## config.mk

```make
export PLATFORM = sky130hd
export DESIGN_NAME = iepc_top
export DESIGN_NICKNAME = d
export VERILOG_FILES = /design/src/iepc_pkg.sv /design/src/iepc_top.sv /design/src/iepc_filter.sv /design/src/iepc_freq.sv
export SDC_FILE = /design/constraint.sdc
export NUM_CORES = 1
export LEC_CHECK = 0
export BUFFER_PORTS_ARGS = -buffer_cell sky130_fd_sc_hd__buf_2
export CORE_MARGIN = 1
export CORE_UTILIZATION = 35
export DETAILED_ROUTE_END_ITERATION = 8
export GPL_ROUTABILITY_DRIVEN = 0
export PLACE_DENSITY = 0.51
export SLEW_MARGIN = 15
export SYNTH_ARGS = -nofsm -noshare
export SYNTH_HDL_FRONTEND = slang
export SYNTH_SLANG_ARGS = --single-unit
export TNS_END_PERCENT = 10
```

## constraint.sdc

```tcl
create_clock -name hclk -period 14 [get_ports hclk]
set_input_delay 1.4 -clock hclk [delete_from_list [all_inputs] [get_ports hclk]]
set_output_delay 1.4 -clock hclk [all_outputs]
set_load 0.005 [all_outputs]
```

## src/iepc_pkg.sv

```systemverilog
// iepc_pkg: constants of the incremental encoder position counter.
// assumes a 200 MHz hclk and a 32-bit AHB-Lite register bus.
package iepc_pkg;
  // ----------------------------------------------------------------
  // timing
  // ----------------------------------------------------------------
  localparam int unsigned CLK_HZ       = 200_000_000;
  localparam int unsigned FILT_FREQ_HZ = 200_000;
  localparam int unsigned FILT_CYC     = CLK_HZ / (2 * FILT_FREQ_HZ);
  localparam int unsigned UPD_MS       = 10;
  localparam int unsigned UPD_MS_MAX   = 100;
  localparam int unsigned MS_PER_S     = 1000;
  localparam int unsigned CYC_PER_MS   = CLK_HZ / MS_PER_S;
  // ----------------------------------------------------------------
  // register byte offsets
  // ----------------------------------------------------------------
  localparam logic [7:0] A_CTRL   = 8'h00;
  localparam logic [7:0] A_CMD    = 8'h04;
  localparam logic [7:0] A_FILT   = 8'h08;
  localparam logic [7:0] A_START  = 8'h0C;
  localparam logic [7:0] A_HIGH   = 8'h10;
  localparam logic [7:0] A_CMP0   = 8'h14;
  localparam logic [7:0] A_CMP1   = 8'h18;
  localparam logic [7:0] A_UPD    = 8'h1C;
  localparam logic [7:0] A_POS    = 8'h20;
  localparam logic [7:0] A_STAT   = 8'h24;
  localparam logic [7:0] A_FREQ   = 8'h28;
  // ----------------------------------------------------------------
  // field positions
  // ----------------------------------------------------------------
  localparam int C_GATE   = 0;
  localparam int C_MOD    = 1;
  localparam int C_USEN   = 2;
  localparam int C_EXTREF = 3;
  localparam int C_FALL   = 4;
  localparam int C_CPUOK  = 5;
  localparam int C_MODE   = 6;
  localparam int C_USER1  = 8;
  localparam int K_SET1   = 0;
  localparam int K_SET2   = 1;
  localparam int K_ARM    = 2;
  localparam int S_OUT1   = 0;
  localparam int S_OUT2   = 1;
  localparam int S_ARMED  = 2;
  localparam int S_PEND   = 3;
  localparam int S_SPARE1 = 4;
  localparam int S_SPARE2 = 5;
  localparam int S_DIR    = 6;
  localparam logic [1:0] MODE_CMP = 2'h2;
  // ----------------------------------------------------------------
  // reset values and limits
  // ----------------------------------------------------------------
  localparam logic [9:0]  CTRL_RST  = 10'h021;
  localparam logic [15:0] FILT_RST  = 16'(FILT_CYC);
  localparam logic [31:0] START_RST = 32'h0000_0000;
  localparam logic [31:0] LIN_HIGH  = 32'h7FFF_FFFF;
  localparam logic [31:0] LIN_LOW   = 32'h8000_0000;
  localparam logic [31:0] MOD_LOW   = 32'h0000_0000;
  localparam logic [31:0] CMP0_RST  = 32'h0000_0000;
  localparam logic [31:0] CMP1_RST  = 32'h0000_000A;
  localparam logic [7:0]  UPD_RST   = 8'(UPD_MS);
  localparam logic [7:0]  UPD_MAX   = 8'(UPD_MS_MAX);
endpackage : iepc_pkg

```

## src/iepc_top.sv

```systemverilog
// iepc_top: quadrature position counter with homing, compare outputs
// and frequency measurement, registers on AHB-Lite.
// assumes a single AHB-Lite master; encoder pins are asynchronous.
// Operation
// - quadruple A/B decoding, one count per edge
// - configurable digital input filter suppresses fast pulses
// - option: zero mark ignored or loads start
// - high limit 2147483647 linear, programmable modulo
// - low limit -2147483648 linear, zero modulo
// - past a limit, wrap to opposite limit
// - start value is initial and homing position
// - opening gate resumes from current value
// - reference edge arms, next zero mark loads
// - reference alone loads directly; unused otherwise
// - edge selectable; sync once, needs re-arm
// - first output: program-driven, or set-until-compare-0
// - second output: set until compare value 1
// - compare both directions; substitute zero on stop
// - frequency refreshed every update time
//
// Decided for this implementation: the AHB-Lite register port and the register offsets.
`timescale 1ns/1ps
`default_nettype none
module iepc_top #(
  parameter int unsigned MS_CYC = iepc_pkg::CYC_PER_MS
) (
  // clock and reset
  input  wire logic        hclk,
  input  wire logic        hresetn,
  // ahb-lite slave
  input  wire logic        hsel,
  input  wire logic [31:0] haddr,
  input  wire logic [1:0]  htrans,
  input  wire logic        hwrite,
  input  wire logic [2:0]  hsize,
  input  wire logic [31:0] hwdata,
  input  wire logic        hready,
  output var  logic [31:0] hrdata,
  output wire logic        hreadyout,
  output wire logic        hresp,
  // encoder and digital inputs
  input  wire logic        enc_a,
  input  wire logic        enc_b,
  input  wire logic        enc_n,
  input  wire logic        reference_input,
  input  wire logic        spare_input_one,
  input  wire logic        spare_input_two,
  // compare outputs
  output var  logic        first_compare_output,
  output var  logic        second_compare_output
);
  // ----------------------------------------------------------------
  // registers
  // ----------------------------------------------------------------
  logic [9:0]  ctrl;
  logic [15:0] filt_lim;
  logic [31:0] start_val;
  logic [31:0] high_val;
  logic [31:0] cmp0;
  logic [31:0] cmp1;
  logic [7:0]  upd_ms;
  logic [31:0] pos;
  logic [31:0] freq;
  logic        armed;
  logic        pend;
  logic        latch1;
  logic        latch2;
  logic        dir_up;
  logic        a_prev;
  logic        b_prev;
  logic        n_prev;
  logic        r_prev;
  // ----------------------------------------------------------------
  // input filters
  // ----------------------------------------------------------------
  logic [5:0]  pins_f;
  wire  [5:0]  pins = {spare_input_two, spare_input_one, reference_input,
                       enc_n, enc_b, enc_a};

  genvar gi;
  generate
    for (gi = 0; gi < 6; gi++) begin : g_filt
      iepc_filter u_filt (
        .hclk    (hclk),
        .hresetn (hresetn),
        .raw     (pins[gi]),
        .limit   (filt_lim),
        .filt    (pins_f[gi])
      );
    end
  endgenerate

  wire a_f = pins_f[0];
  wire b_f = pins_f[1];
  wire n_f = pins_f[2];
  wire r_f = pins_f[3];
  // ----------------------------------------------------------------
  // bus slave
  // ----------------------------------------------------------------
  logic       dp_wr;
  logic [7:0] dp_addr;
  wire        ap_valid = hsel && htrans[1] && hready;
  wire  [7:0] ap_addr  = haddr[7:0];
  wire        wr_ctrl  = dp_wr && dp_addr == iepc_pkg::A_CTRL;
  wire        wr_cmd   = dp_wr && dp_addr == iepc_pkg::A_CMD;
  wire        wr_filt  = dp_wr && dp_addr == iepc_pkg::A_FILT;
  wire        wr_start = dp_wr && dp_addr == iepc_pkg::A_START;
  wire        wr_high  = dp_wr && dp_addr == iepc_pkg::A_HIGH;
  wire        wr_cmp0  = dp_wr && dp_addr == iepc_pkg::A_CMP0;
  wire        wr_cmp1  = dp_wr && dp_addr == iepc_pkg::A_CMP1;
  wire        wr_upd   = dp_wr && dp_addr == iepc_pkg::A_UPD;
  wire        cmd_set1 = wr_cmd && hwdata[iepc_pkg::K_SET1];
  wire        cmd_set2 = wr_cmd && hwdata[iepc_pkg::K_SET2];
  wire        cmd_arm  = wr_cmd && hwdata[iepc_pkg::K_ARM];
  wire  [7:0] upd_clip = hwdata[7:0] > iepc_pkg::UPD_MAX ? iepc_pkg::UPD_MAX
                                                         : hwdata[7:0];
  wire  [31:0] stat    = {25'h0000000, dir_up, pins_f[5], pins_f[4], pend,
                          armed, second_compare_output, first_compare_output};
  logic [31:0] rdata;

  assign hreadyout = 1'b1;
  assign hresp     = 1'b0;

  always_comb begin
    unique case (ap_addr)
      iepc_pkg::A_CTRL:  rdata = {22'h000000, ctrl};
      iepc_pkg::A_FILT:  rdata = {16'h0000, filt_lim};
      iepc_pkg::A_START: rdata = start_val;
      iepc_pkg::A_HIGH:  rdata = high_val;
      iepc_pkg::A_CMP0:  rdata = cmp0;
      iepc_pkg::A_CMP1:  rdata = cmp1;
      iepc_pkg::A_UPD:   rdata = {24'h000000, upd_ms};
      iepc_pkg::A_POS:   rdata = pos;
      iepc_pkg::A_STAT:  rdata = stat;
      iepc_pkg::A_FREQ:  rdata = freq;
      default:           rdata = 32'h0000_0000;
    endcase
  end

  always_ff @(posedge hclk or negedge hresetn) begin
    if (!hresetn) begin
      dp_wr   <= 1'b0;
      dp_addr <= 8'h00;
      hrdata  <= 32'h0000_0000;
    end else begin
      dp_wr   <= ap_valid && hwrite;
      dp_addr <= ap_addr;
      if (ap_valid && !hwrite) hrdata <= rdata;
    end
  end

  always_ff @(posedge hclk or negedge hresetn) begin
    if (!hresetn) begin
      ctrl      <= iepc_pkg::CTRL_RST;
      filt_lim  <= iepc_pkg::FILT_RST;
      start_val <= iepc_pkg::START_RST;
      high_val  <= iepc_pkg::LIN_HIGH;
      cmp0      <= iepc_pkg::CMP0_RST;
      cmp1      <= iepc_pkg::CMP1_RST;
      upd_ms    <= iepc_pkg::UPD_RST;
    end else begin
      if (wr_ctrl)  ctrl      <= hwdata[9:0];
      if (wr_filt)  filt_lim  <= hwdata[15:0];
      if (wr_start) start_val <= hwdata;
      if (wr_high)  high_val  <= hwdata;
      if (wr_cmp0)  cmp0      <= hwdata;
      if (wr_cmp1)  cmp1      <= hwdata;
      if (wr_upd)   upd_ms    <= upd_clip;
    end
  end
  // ----------------------------------------------------------------
  // quadrature decode
  // ----------------------------------------------------------------
  wire gate    = ctrl[iepc_pkg::C_GATE];
  wire modulo  = ctrl[iepc_pkg::C_MOD];
  wire use_n   = ctrl[iepc_pkg::C_USEN];
  wire ext_ref = ctrl[iepc_pkg::C_EXTREF];
  wire fall    = ctrl[iepc_pkg::C_FALL];
  wire cpu_ok  = ctrl[iepc_pkg::C_CPUOK];
  wire [1:0] mode1 = ctrl[iepc_pkg::C_MODE +: 2];
  wire user1   = ctrl[iepc_pkg::C_USER1];
  // both tracks moving at once is a lost edge and is dropped
  wire one_edge = (a_f ^ a_prev) ^ (b_f ^ b_prev);
  wire step_up  = one_edge && (a_f ^ b_prev);
  wire step_dn  = one_edge && !(a_f ^ b_prev);
  wire [31:0] hi_lim = modulo ? high_val : iepc_pkg::LIN_HIGH;
  wire [31:0] lo_lim = modulo ? iepc_pkg::MOD_LOW : iepc_pkg::LIN_LOW;
  wire [31:0] inc_val = pos == hi_lim ? lo_lim : pos + 32'h0000_0001;
  wire [31:0] dec_val = pos == lo_lim ? hi_lim : pos - 32'h0000_0001;
  // ----------------------------------------------------------------
  // homing
  // ----------------------------------------------------------------
  wire n_rise  = n_f && !n_prev;
  wire r_edge  = fall ? (r_prev && !r_f) : (!r_prev && r_f);
  wire ref_arm = ext_ref && use_n && armed && r_edge;
  wire ld_refn = ext_ref && use_n && pend && n_rise;
  wire ld_ref  = ext_ref && !use_n && armed && r_edge;
  wire ld_n    = !ext_ref && use_n && armed && n_rise;
  wire home    = ld_refn || ld_ref || ld_n;
  wire count   = gate && (step_up || step_dn);

  wire [31:0] next_pos = home ? start_val :
                         !count ? pos :
                         step_up ? inc_val : dec_val;

  always_ff @(posedge hclk or negedge hresetn) begin
    if (!hresetn) begin
      a_prev <= 1'b0;
      b_prev <= 1'b0;
      n_prev <= 1'b0;
      r_prev <= 1'b0;
      dir_up <= 1'b1;
    end else begin
      a_prev <= a_f;
      b_prev <= b_f;
      n_prev <= n_f;
      r_prev <= r_f;
      if (count) dir_up <= step_up;
    end
  end

  // pos resets to the reset value of start
  always_ff @(posedge hclk or negedge hresetn) begin
    if (!hresetn) pos <= iepc_pkg::START_RST;
    else pos <= next_pos;
  end

  // re-arm wins over a homing in the same cycle
  always_ff @(posedge hclk or negedge hresetn) begin
    if (!hresetn) begin
      armed <= 1'b1;
      pend  <= 1'b0;
    end else begin
      if (cmd_arm) armed <= 1'b1;
      else if (home) armed <= 1'b0;
      if (ld_refn || cmd_arm || !(ext_ref && use_n)) pend <= 1'b0;
      else if (ref_arm) pend <= 1'b1;
    end
  end
  // ----------------------------------------------------------------
  // compare outputs
  // ----------------------------------------------------------------
  wire hit0 = next_pos == cmp0 && next_pos != pos;
  wire hit1 = next_pos == cmp1 && next_pos != pos;
  wire next_latch1 = cmd_set1 || (latch1 && !hit0);
  wire next_latch2 = cmd_set2 || (latch2 && !hit1);
  wire next_out1 = cpu_ok && (mode1 == iepc_pkg::MODE_CMP ? next_latch1 : user1);
  wire next_out2 = cpu_ok && next_latch2;

  always_ff @(posedge hclk or negedge hresetn) begin
    if (!hresetn) begin
      latch1                <= 1'b0;
      latch2                <= 1'b0;
      first_compare_output  <= 1'b0;
      second_compare_output <= 1'b0;
    end else begin
      latch1                <= next_latch1;
      latch2                <= next_latch2;
      first_compare_output  <= next_out1;
      second_compare_output <= next_out2;
    end
  end
  // ----------------------------------------------------------------
  // frequency
  // ----------------------------------------------------------------
  iepc_freq #(.MS_CYC(MS_CYC)) u_freq (
    .hclk    (hclk),
    .hresetn (hresetn),
    .step    (count),
    .up      (step_up),
    .upd_ms  (upd_ms),
    .freq    (freq)
  );
endmodule : iepc_top
`default_nettype wire

```

## src/iepc_filter.sv

```systemverilog
// iepc_filter: two-stage synchroniser plus stability filter for one pin.
// assumes limit is a quasi-static setting from the register file.
`timescale 1ns/1ps
`default_nettype none
module iepc_filter (
  // clock and reset
  input  wire logic        hclk,
  input  wire logic        hresetn,
  // pin and setting
  input  wire logic        raw,
  input  wire logic [15:0] limit,
  // filtered level
  output var  logic        filt
);
  logic        sync1;
  logic        sync2;
  logic [15:0] cnt;
  wire         differs = sync2 != filt;
  wire         settled = differs && (cnt >= limit);

  always_ff @(posedge hclk or negedge hresetn) begin
    if (!hresetn) begin
      sync1 <= 1'b0;
      sync2 <= 1'b0;
    end else begin
      sync1 <= raw;
      sync2 <= sync1;
    end
  end

  // pulses shorter than limit cycles never reach filt
  always_ff @(posedge hclk or negedge hresetn) begin
    if (!hresetn) cnt <= 16'h0000;
    else if (!differs || settled) cnt <= 16'h0000;
    else cnt <= cnt + 16'h0001;
  end

  always_ff @(posedge hclk or negedge hresetn) begin
    if (!hresetn) filt <= 1'b0;
    else if (settled) filt <= sync2;
  end
endmodule : iepc_filter
`default_nettype wire

```

## src/iepc_freq.sv

```systemverilog
// iepc_freq: counts signed encoder steps over an update window.
// assumes one step pulse per decoded edge, from the same clock.
`timescale 1ns/1ps
`default_nettype none
module iepc_freq #(
  parameter int unsigned MS_CYC = iepc_pkg::CYC_PER_MS
) (
  // clock and reset
  input  wire logic        hclk,
  input  wire logic        hresetn,
  // steps and window
  input  wire logic        step,
  input  wire logic        up,
  input  wire logic [7:0]  upd_ms,
  // result
  output var  logic [31:0] freq
);
  logic [31:0] ms_cnt;
  logic [7:0]  win;
  logic [31:0] acc;
  wire         ms_tick = ms_cnt == 32'(MS_CYC - 1);
  // a zero window refreshes every millisecond
  wire         win_end = ms_tick && (win + 8'h01 >= upd_ms);
  wire  [31:0] delta   = !step ? 32'h0000_0000 : up ? 32'h0000_0001 : 32'hFFFF_FFFF;
  wire  [31:0] sum     = acc + delta;

  always_ff @(posedge hclk or negedge hresetn) begin
    if (!hresetn) begin
      ms_cnt <= 32'h0000_0000;
      win    <= 8'h00;
    end else begin
      ms_cnt <= ms_tick ? 32'h0000_0000 : ms_cnt + 32'h0000_0001;
      if (win_end) win <= 8'h00;
      else if (ms_tick) win <= win + 8'h01;
    end
  end

  always_ff @(posedge hclk or negedge hresetn) begin
    if (!hresetn) begin
      acc  <= 32'h0000_0000;
      freq <= 32'h0000_0000;
    end else if (win_end) begin
      acc  <= 32'h0000_0000;
      freq <= sum;
    end else begin
      acc  <= sum;
    end
  end
endmodule : iepc_freq
`default_nettype wire

```

==> results_dict.tcl <==
set metrics [dict create \
    outcome "complete, no violations" \
    worstSetupEndpointType "flop" \
    pre_cts_ws_ps 7920 \
    drc_errors 0 \
    synth_ff_type "dfrtp_1" \
    critPathKind "flop to flop" \
    fin_crit_sh_pct 46.3 \
    cts_setup_buffers 0 \
    setup_violations 0 \
    routed_wl_um 111000 \
    fmax_ghz 0.154 \
    cellLeakagePower_nw 14.4 \
    core_um2 82500 \
    post_route_cells_drive_above_1_share_pct 15.5 \
    antenna_found_initial 8 \
    stdcell_count 4225 \
    hold-worst-slack_ps 327 \
    fin_tns_setup_ps 0 \
    vias 26100 \
    antennaDiodeCount 0 \
    clock-sinks 464 \
    ant_nets 0 \
    syn_inst 3094 \
    reg2reg_slack_ps 7520 \
    vdd_drop_max_v 0.0000898 \
    area_delta_synth_final_pct 11.8 \
    dp_hpwl_um 79300 \
    required_ps 14520 \
    cts_buffers 55 \
    die_area_um2 84900 \
    synthesis.nets 3321 \
    synth.distinct_cells 93 \
    clock_skew_ps 84.5 \
    drt_iter0_markers 2934 \
    viasPerCell 6.18 \
    cp_max_fo 11 \
    hold_viol 0 \
    power.total_mw 4.51 \
    hp-class "flop to flop" \
    setup_slack_ps 7520 \
    io_pins 116 \
    nets 3335 \
    tritoncts "built" \
    power_density_nw_per_um2 138 \
    grt_pass1_wl_um 166000 \
    rsz0062_at_grt "false" \
    die_x_um 291 \
    initial_core_util_pct 35.5 \
    clkTransAtPathRegs_ps 60 \
    grt_use_total_pct 25.7 \
    clock_latency_ps 670 \
    wl_per_cell_um 26.3 \
    port_buffers 85 \
    ys_seq_area_share_pct 39.8 \
    clock_tree.htree_level_count 2 \
    arrival_ps 7010 \
    worst_pin_slew_ps 1340 \
    overflow 0 \
    synth_edf_count 0 \
    post-route-util_pct 39.7 \
    cts-root-buf "clkbuf_16" \
    yosysWarningCount 0 \
    dp.cells 4121 \
    place_area_um2 30800 \
    clockBufferDepth 3 \
    syn_avg_cell_area_um2 9.47 \
    drv_slew 0 \
    fin_area_um2 32800 \
    synthArstFlopShare_pct 100 \
    start_kind "flop" \
    max-slew-margin-rel_pct 10.0 \
    die_height_um 291 \
    cts_resized 0 \
    finalCriticalPeriod_ps 6480 \
    drv_cap 0 \
    grt_pass1_vias 25800 \
    grt_max_degree 163 \
    rows 105 \
    syn_area_um2 29300 \
    firstDrtPassIters 8 \
    cts_hold_buf 0 \
    ys_ff_latch 464 \
]
logic make-up after synthesis:
logic type,count (synthesis),synth area share [%]
buffers and inverters,280,3.73
adder cells (fa/ha/maj),147,6.30
AO/OA/AOI/OAI,705,17.1
other,2,0.0256
multiplexers,161,6.15
flip-flops,464,39.8
XOR/XNOR,275,8.22
AND/OR/NAND/NOR,1060,18.6
cell type report:
class | count | area, µm²
repair buffers | 139 | 853
clock buffers | 74 | 1570
flip-flops and latches | 464 | 11700
inverters | 98 | 368
well taps | 1070 | 1340
clock inverters | 30 | 339
multi-input cells | 2350 | 16600
fillers | 8159 | 49700
flip-flops by register name, indices dropped and copies added (netlist names), 8 cells and up:
| register | flops |
|---|---|
| g_filt.u_filt.cnt | 96 |
| cmp0 | 32 |
| cmp1 | 32 |
| high_val | 32 |
| hrdata | 32 |
| pos | 32 |
| start_val | 32 |
| u_freq.acc | 32 |
| u_freq.freq | 32 |
| u_freq.ms_cnt | 32 |
| filt_lim | 16 |
| ctrl | 10 |
| dp_addr | 8 |
| u_freq.win | 8 |
| upd_ms | 8 |
report_power, final:
part	internal [mW]	total (mW)	switching, mW	leakage [nW]
clock	0.868	1.49	0.623	0.945
sequential	1.46	1.75	0.290	5.81
combinational	0.461	1.27	0.809	7.62
worst max-delay path, cell delays in order (launching register included):
cell and delay, ps:
dfrtp_1 640, clkinv_1 580, a211o_1 460, a222oi_1 540, nand4_1 650, nor3_1 1040
buf_4 320, or3_1 200, o21ai_0 140, xor2_1 190, nor4_1 910, and3_1 270
a41oi_1 200, and2_1 220
cells in the final DEF (no fill, tap or decap), drive strengths merged, types with 70 or more instances in the layout:
cell type  count
a21o          70
a21oi         93
o21ai        142
mux2         152
clkbuf        74
dfrtp        419
inv           97
nor2         196
xor2         140
nand3        132
nor4         115
ha           146
a22oi         76
buf          139
nand2        262
xnor2        135
routing by layer:
| layer | GRT usage, % | wire, µm |
|---|---|---|
| met5 | 0 | 78 |
| met4 | 14.4 | 7060 |
| met3 | 6.02 | 10300 |
| met2 | 39.1 | 48100 |
| met1 | 33.5 | 45500 |
worst paths after layout:
path                                             startpoint  cells past startpoint                                to
max in group asynchronous                           hresetn                      3               cmp0[4]$_DFFE_PN0P_
setup reg to reg                          pos[26]$_DFF_PN0_                     13   second_compare_output$_DFF_PN0_
hold reg to reg            g_filt[4].u_filt.sync1$_DFF_PN0_                      0  g_filt[4].u_filt.sync2$_DFF_PN0_
min in group asynchronous                           hresetn                      1          u_freq.acc[26]$_DFF_PN0_
hold / removal             g_filt[4].u_filt.sync1$_DFF_PN0_                      0  g_filt[4].u_filt.sync2$_DFF_PN0_
setup / recovery                          pos[26]$_DFF_PN0_                     13   second_compare_output$_DFF_PN0_
synth_stat cells (70+ instances only):
cell | instances | area, µm²
a21oi_1 | 93 | 465
mux2_2 | 152 | 1710
xnor2_1 | 135 | 1180
inv_1 | 95 | 357
nor4_1 | 115 | 719
xor2_1 | 140 | 1230
a22oi_1 | 76 | 571
o21ai_0 | 137 | 686
dfrtp_1 | 419 | 10500
nand3_1 | 132 | 661
ha_1 | 146 | 1830
clkbuf_1 | 158 | 593
a21o_1 | 70 | 526
nand2_1 | 262 | 983
nor2_1 | 196 | 736
Power figures use the tool's default switching activity.
